===== config.mk =====
export PLATFORM = sky130hd
export DESIGN_NAME = sbs_ctrl
export DESIGN_NICKNAME = d
export VERILOG_FILES = /design/src/common/sbs_pkg.sv /design/src/sbs_ctrl.sv
export VERILOG_INCLUDE_DIRS = /design/src /design/src/common
export SDC_FILE = /design/constraint.sdc
export NUM_CORES = 1
export LEC_CHECK = 0
export BUFFER_PORTS_ARGS = -buffer_cell sky130_fd_sc_hd__buf_4
export CORE_MARGIN = 2
export CORE_UTILIZATION = 40
export DETAILED_ROUTE_END_ITERATION = 12
export PLACE_DENSITY = 0.71
export SYNTH_ARGS = -nofsm -noshare
export SYNTH_HDL_FRONTEND = slang
export SYNTH_SLANG_ARGS = --single-unit

===== constraint.sdc =====
create_clock -name ref_clk -period 1.8 [get_ports ref_clk]
set_clock_uncertainty 0.2 [all_clocks]
set_input_delay 0 -clock ref_clk [delete_from_list [all_inputs] [get_ports ref_clk]]
set_output_delay 0 -clock ref_clk [all_outputs]
set_load 0.005 [all_outputs]

===== src/common/sbs_regs.svh =====
// Constants for the synchronous burst memory control block.
`ifndef SBS_REGS_SVH
`define SBS_REGS_SVH
// Array geometry (36-bit data, four 9-bit lanes)
`define SBS_ADDR_W 18
`define SBS_LANE_W 9
`define SBS_LANES 4
`define SBS_DATA_W 36
// Wishbone register map, byte addresses
`define SBS_WB_AW 4
`define SBS_REG_CTRL 4'h0
`define SBS_REG_STAT 4'h4
`define SBS_REG_ADDR 4'h8
// Control register fields and reset value
`define SBS_CTRL_NARROW 0
`define SBS_CTRL_RST 1'b0
// Status register fields
`define SBS_STAT_STEP_LSB 0
`define SBS_STAT_KIND_LSB 2
`define SBS_STAT_FT 5
`define SBS_STAT_LBO 6
// Lane masks for the two widths
`define SBS_MASK_NARROW 4'h3
`define SBS_MASK_WIDE 4'hF
`endif


===== src/common/sbs_pkg.sv =====
// Types shared by the burst memory control block.
package sbs_pkg;
    // Cycle kinds, Gray coded along deselect-read begin-write begin-continue-suspend
    typedef enum logic [2:0] {
        cyc_desel = 3'h0,
        cyc_rd_begin = 3'h1,
        cyc_wr_begin = 3'h3,
        cyc_continue = 3'h2,
        cyc_suspend = 3'h6
    } sbs_cycle_e;
    typedef logic [1:0] sbs_step_t;
endpackage


===== src/sbs_ctrl.sv =====
// Synchronous control logic of a pipelined burst static memory.
//
// Register access over Wishbone and the address map were decided locally.
`timescale 1ns/1ps
`include "sbs_regs.svh"

// Notes on behaviour
// - A write needs global or byte write enable; global low writes every lane.
// - Global high, byte gate low: write exactly the lanes whose enable is low.
// - Read cycles drive every present byte lane regardless of lane enables.
// - Data drivers stay off during every write cycle.
// - Lanes three and four exist only in the wide configuration.
// - Deselect on partial enable with a strobe, or first high with ctrl strobe.
// - Fully enabled with processor strobe low starts a read burst.
// - Controller strobe load starts a write or read burst per write decode.
// - Both strobes high with advance low uses the next burst address.
// - Advance high suspends the burst, keeping the current address.
// - Continue and suspend ignore enables two, three; first high masks proc strobe.
// - Output enable acts asynchronously and only gates synchronous read drive.
// - Dummy reads with output enable high still advance the burst counter.
// - Two-bit counter from address LSBs steps four and wraps on fifth clock.
// - Order pin low is linear modulo four, high is start XOR step.
// - Flow-through pin low bypasses the output register, high pipelines reads.
module sbs_ctrl (
    // Clock, reset, enable
    input wire logic ref_clk,
    input wire logic resetn,
    input wire logic clk_en,
    // Wishbone slave
    input wire logic wb_cyc_i,
    input wire logic wb_stb_i,
    input wire logic wb_we_i,
    input wire logic [`SBS_WB_AW-1:0] wb_adr_i,
    input wire logic [3:0] wb_sel_i,
    input wire logic [31:0] wb_dat_i,
    output logic [31:0] wb_dat_o,
    output logic wb_ack_o,
    // Chip enables and strobes
    input wire logic chip_sel_first_n,
    input wire logic chip_sel_second,
    input wire logic chip_sel_third_n,
    input wire logic proc_addr_strobe_n,
    input wire logic ctrl_addr_strobe_n,
    input wire logic burst_advance_n,
    // Write controls
    input wire logic global_write_n,
    input wire logic byte_write_gate_n,
    input wire logic lane0_write_n,
    input wire logic lane1_write_n,
    input wire logic lane2_write_n,
    input wire logic lane3_write_n,
    // Mode pins and output enable
    input wire logic flow_through_sel_n,
    input wire logic linear_order_sel_n,
    input wire logic output_enable_n,
    // Address and data pins
    input wire logic [`SBS_ADDR_W-1:0] addr_in,
    input wire logic [`SBS_DATA_W-1:0] dq_in,
    output logic [`SBS_DATA_W-1:0] dq_out,
    output logic [`SBS_LANES-1:0] dq_oe,
    // Array side
    output logic [`SBS_ADDR_W-1:0] mem_addr_q,
    output logic mem_rd_q,
    output logic [`SBS_LANES-1:0] mem_wr_lane_q,
    output logic [`SBS_DATA_W-1:0] mem_wdata_q,
    input wire logic [`SBS_DATA_W-1:0] mem_rdata
);

    logic narrow_q;
    logic [`SBS_ADDR_W-1:0] base_q;
    sbs_pkg::sbs_step_t step_q;
    sbs_pkg::sbs_cycle_e kind_q;
    logic wr_q;
    logic rd2_q;
    logic [`SBS_DATA_W-1:0] rdata_q;
    logic ack_q;
    logic [31:0] dat_q;

    // Enable and strobe decode
    wire chip_full = !chip_sel_first_n && chip_sel_second && !chip_sel_third_n;
    wire any_strobe = !proc_addr_strobe_n || !ctrl_addr_strobe_n;
    wire desel = (!chip_sel_first_n && !chip_full && any_strobe)
        || (chip_sel_first_n && !ctrl_addr_strobe_n);
    wire rd_begin = chip_full && !proc_addr_strobe_n;
    wire ld_begin = chip_full && proc_addr_strobe_n
        && !ctrl_addr_strobe_n;
    // Remaining cycles continue or suspend, other enables unseen
    wire burst = !desel && !rd_begin && !ld_begin;
    wire advance = burst && !burst_advance_n;
    wire suspend = burst && burst_advance_n;

    // Write decode and lane selection
    wire [`SBS_LANES-1:0] lane_mask = narrow_q ? `SBS_MASK_NARROW
        : `SBS_MASK_WIDE;
    wire [`SBS_LANES-1:0] lane_n = {lane3_write_n, lane2_write_n,
        lane1_write_n, lane0_write_n};
    wire write_dec = !global_write_n || !byte_write_gate_n;
    wire [`SBS_LANES-1:0] wr_lanes = !global_write_n ? lane_mask
        : (!byte_write_gate_n ? (~lane_n & lane_mask)
        : {`SBS_LANES{1'b0}});
    wire is_write = (ld_begin || burst) && write_dec;
    wire is_read = rd_begin || ((ld_begin || burst) && !write_dec);

    // Next cycle kind for status
    wire sbs_pkg::sbs_cycle_e kind_d = desel ? sbs_pkg::cyc_desel
        : (rd_begin ? sbs_pkg::cyc_rd_begin
        : (ld_begin ? (write_dec ? sbs_pkg::cyc_wr_begin
        : sbs_pkg::cyc_rd_begin)
        : (advance ? sbs_pkg::cyc_continue : sbs_pkg::cyc_suspend)));

    // Burst counter next state, dummy reads count the same
    wire load = rd_begin || ld_begin;
    wire [`SBS_ADDR_W-1:0] base_d = load ? addr_in : base_q;
    wire sbs_pkg::sbs_step_t step_d = load ? 2'h0
        : (advance ? sbs_pkg::sbs_step_t'(step_q + 2'h1)
        : step_q);
    wire [1:0] lsb_d = !linear_order_sel_n ? 2'(base_d[1:0] + step_d)
        : (base_d[1:0] ^ step_d);
    wire [`SBS_ADDR_W-1:0] addr_d = {base_d[`SBS_ADDR_W-1:2], lsb_d};

    // Burst address and cycle registers
    always_ff @(posedge ref_clk or negedge resetn) begin
        if (!resetn) begin
            base_q <= '0;
            step_q <= 2'h0;
            mem_addr_q <= '0;
            kind_q <= sbs_pkg::cyc_desel;
        end else if (clk_en) begin
            base_q <= base_d;
            step_q <= step_d;
            if (!desel) begin
                mem_addr_q <= addr_d;
            end
            kind_q <= kind_d;
        end
    end

    // Array strobes and write data capture
    always_ff @(posedge ref_clk or negedge resetn) begin
        if (!resetn) begin
            mem_rd_q <= 1'b0;
            wr_q <= 1'b0;
            mem_wr_lane_q <= '0;
            mem_wdata_q <= '0;
        end else if (clk_en) begin
            mem_rd_q <= is_read;
            wr_q <= is_write;
            mem_wr_lane_q <= is_write ? wr_lanes : '0;
            if (is_write) begin
                mem_wdata_q <= dq_in;
            end
        end
    end

    // Output register stage for pipelined reads
    always_ff @(posedge ref_clk or negedge resetn) begin
        if (!resetn) begin
            rd2_q <= 1'b0;
            rdata_q <= '0;
        end else if (clk_en) begin
            rd2_q <= mem_rd_q;
            if (mem_rd_q) begin
                rdata_q <= mem_rdata;
            end
        end
    end

    // Data drive: sync read window, killed on write, async output enable
    wire drive_sync = flow_through_sel_n ? rd2_q : mem_rd_q;
    wire drive = drive_sync && !wr_q && !output_enable_n;
    assign dq_oe = {`SBS_LANES{drive}} & lane_mask;
    assign dq_out = flow_through_sel_n ? rdata_q : mem_rdata;

    // Wishbone decode
    wire wb_req = wb_cyc_i && wb_stb_i && !ack_q;
    wire hit_ctrl = wb_adr_i == `SBS_REG_CTRL;
    wire hit_stat = wb_adr_i == `SBS_REG_STAT;
    wire hit_addr = wb_adr_i == `SBS_REG_ADDR;
    wire [31:0] stat_word = 32'({linear_order_sel_n, flow_through_sel_n,
        kind_q, step_q});
    wire [31:0] rd_word = hit_ctrl ? {31'h0, narrow_q}
        : (hit_stat ? stat_word
        : (hit_addr ? 32'(mem_addr_q) : 32'h0000_0000));

    // Wishbone answer one cycle after the request
    always_ff @(posedge ref_clk or negedge resetn) begin
        if (!resetn) begin
            ack_q <= 1'b0;
            dat_q <= 32'h0000_0000;
            narrow_q <= `SBS_CTRL_RST;
        end else if (clk_en) begin
            ack_q <= wb_req;
            if (wb_req) begin
                dat_q <= rd_word;
            end
            if (wb_req && wb_we_i && hit_ctrl && wb_sel_i[0]) begin
                narrow_q <= wb_dat_i[`SBS_CTRL_NARROW];
            end
        end
    end
    assign wb_ack_o = ack_q;
    assign wb_dat_o = dat_q;
endmodule


==> reports/results.ini <==
[critical_path]
worstPathMaxFanout=2
reg2reg_depth=7
start_kind=flop
end_kind=flop
worst_ep_arrival_time_ns=2.04
critical_path_class=reg2reg
required_ns=1.95

[timing]
setup_viol=1
period_needed_ns=1.89
final_max_slew_viol_count=0
rsz0062_at_grt=yes
hold_violations=0
fmax_mhz=529
worst_slack_ns=-0.0891
fin_crit_sh=1.05

[synthesis]
synth_cell_type_count=43
synth_area_leaders=dfrtp_1 55%, mux2_2 17%, mux2_4 8.2%
yosysMostFrequentCell=dfrtp_1
synthTopCellsByCount=140 x dfrtp_1, 95 x mux2_2, 36 x o21ai_0
syn_area_sq_um=6400
yosysSeqAreaShare=0.547
postSynthCellCount=470
synth_flop_cell=dfrtp_1
async_reset_ff_frac=1.00
yosysWarningCount=0
synth_top_cell_by_area=dfrtp_1
synth_top_area_frac=0.547
ys_ff_latch=140
synth_edf_count=0
syn_avg_cell_area_sq_um=13.6

[clock_network]
clock_sinks=140
clkTransAtPathRegs_ns=0.06
h-tree-depth=4
clock_latency_ns=0.41
cts_max_path_buffers=2
cts-root-buf=clkbuf_16
cts_tree=yes
cts_buffers=17

[detailed_routing]
vias=5235
drc=0
wl_per_cell_um=17.3
dr.first_iter.drc_count=266
ant_nets=0
drt_wl_total_um=18600
viasPerCell=4.87
firstDrtPassIters=4

[power_and_ir_drop]
power.density_nw_per_um2=981
peakVddDrop_mv=0.917
leakagePower_nw=5.08

[final_layout]
final_nets=999
num_antenna_cells=0
areaGrowthSynthToFinish_pct=62.2
layout-drive-gt1-share=0.502
final_area_sq_um=10400

[die]
die_x_um=130
die_h_um=130
die_area_sq_um=17000
start_util=0.406
rows=46
ios=283
core_area_sq_um=15800

[run_status]
status=finished, violations left
violations=negative setup slack

[worst_hold_path]
hp-class=in2reg
whs_path_depth=5

[global_route]
grt_pass1_vias=5321
grt_max_degree=60
grt-ovfl-total=0
track_usage=0.208
grt_pass1_wl_um=27200
antenna_found_initial=0

[placement]
pre_cts_ws_ns=-0.173
io_buffers=234
hpwlAfterDp_um=11300
place.gp.congestion=0.864
post_dp_cell_area_sq_um=8440

[job]
maxCapViolations=0

[layout by cell type (no fill, tap or decap), types with 4 or more instances in the layout]
| cell | count |
|---|---|
| mux2i_1 | 18 |
| a22oi_1 | 6 |
| mux2_4 | 36 |
| clkbuf_1 | 4 |
| dfrtp_1 | 140 |
| dlygate4sd3_1 | 127 |
| nand2_1 | 28 |
| buf_4 | 248 |
| buf_12 | 8 |
| o21ai_0 | 32 |
| conb_1 | 14 |
| a22o_1 | 13 |
| and2_1 | 5 |
| mux2_2 | 94 |
| clkbuf_16 | 17 |
| inv_1 | 10 |
[stage by stage]
stage	hold slack, ns	setup TNS [ns]	util	instances	power [mW]
2_1_floorplan	-0.496	0	-	483	5.25
3_3_place_gp	-0.289	-0.103	0.535	914	6.44
3_5_place_dp	-0.289	-0.173	0.535	914	6.53
4_1_cts	-0.105	-0.0678	0.653	1072	10.1
5_1_grt	0.0713	-0.153	0.658	1075	10.7
6_report	0.0524	-0.0891	0.658	1075	10.2
[state kept, by name, indices dropped and copies added (netlist names)]
| signal | flops |
|---|---|
| base_q | 18 |
| kind_q | 3 |
| wb_dat_o | 18 |
| rd2_q | 1 |
| mem_rd_q | 1 |
| narrow_q | 1 |
| mem_addr_q | 18 |
| rdata_q | 36 |
| wr_q | 1 |
| step_q | 2 |
| wb_ack_o | 1 |
| mem_wr_lane_q | 4 |
| mem_wdata_q | 36 |
[per-layer routing]
metal  routed length [um]  track usage
met4                  734        0.103
met2                 9710        0.356
met5                    0            0
met1                 7160        0.241
met3                 1000       0.0566
[logic make-up after synthesis]
group	after synthesis	synth area share
XOR/XNOR	1	0.00137
adder cells (fa/ha/maj)	1	0.00195
AO/OA/AOI/OAI	69	0.0698
flip-flops	140	0.547
other	1	0.000586
multiplexers	148	0.277
buffers and inverters	51	0.0518
AND/OR/NAND/NOR	59	0.0497
[layout make-up]
cell class              count  area, sq um
clock buffers              21          440
clock inverters            10          118
fillers                  1154         5390
inverters                  10         37.5
multi-input cells         292         2680
flip-flops and latches    140         3500
well taps                 216          270
repair buffers            386         3330
[final timing paths]
check | start | end | slack, ns
worst min-delay path | wb_cyc_i | wb_dat_o[0] | 0.05
max in group asynchronous | resetn | rdata_q[24] | 0.56
worst min register to register | wb_dat_o[5] | wb_dat_o[5] | 0.29
worst max-delay path | step_q[0] | mem_addr_q[1] | -0.09
min in group asynchronous | resetn | step_q[0] | 0.49
worst max register to register | step_q[0] | mem_addr_q[1] | -0.09
[worst max-delay path, cell delays in order, from the launching register on]
cell and delay (ns):
dfrtp_1 0.38, or3_4 0.38, a21oi_4 0.19, ha_4 0.16
nor3b_4 0.18, nand4_1 0.10, o221a_2 0.15, nand3_1 0.07
[what timing repair did]
item,CTS,global route
hold endpoints to repair,269,7
hold buffers,127,2
pin swaps,2,3
gates cloned,0,0
setup buffers,0,1
endpoints found under the setup margin,2,13
resized for setup,4,14
[power by group]
group	total (mW)	leakage [nW]	switching (mW)	internal (mW)
Clock	3.33	0.271	1.29	2.03
Combinational	2.68	3.08	0.950	1.73
Sequential	4.18	1.72	0.413	3.77
Total	10.2	5.08	2.66	7.53
No activity file was read; power rests on OpenSTA's default activity.
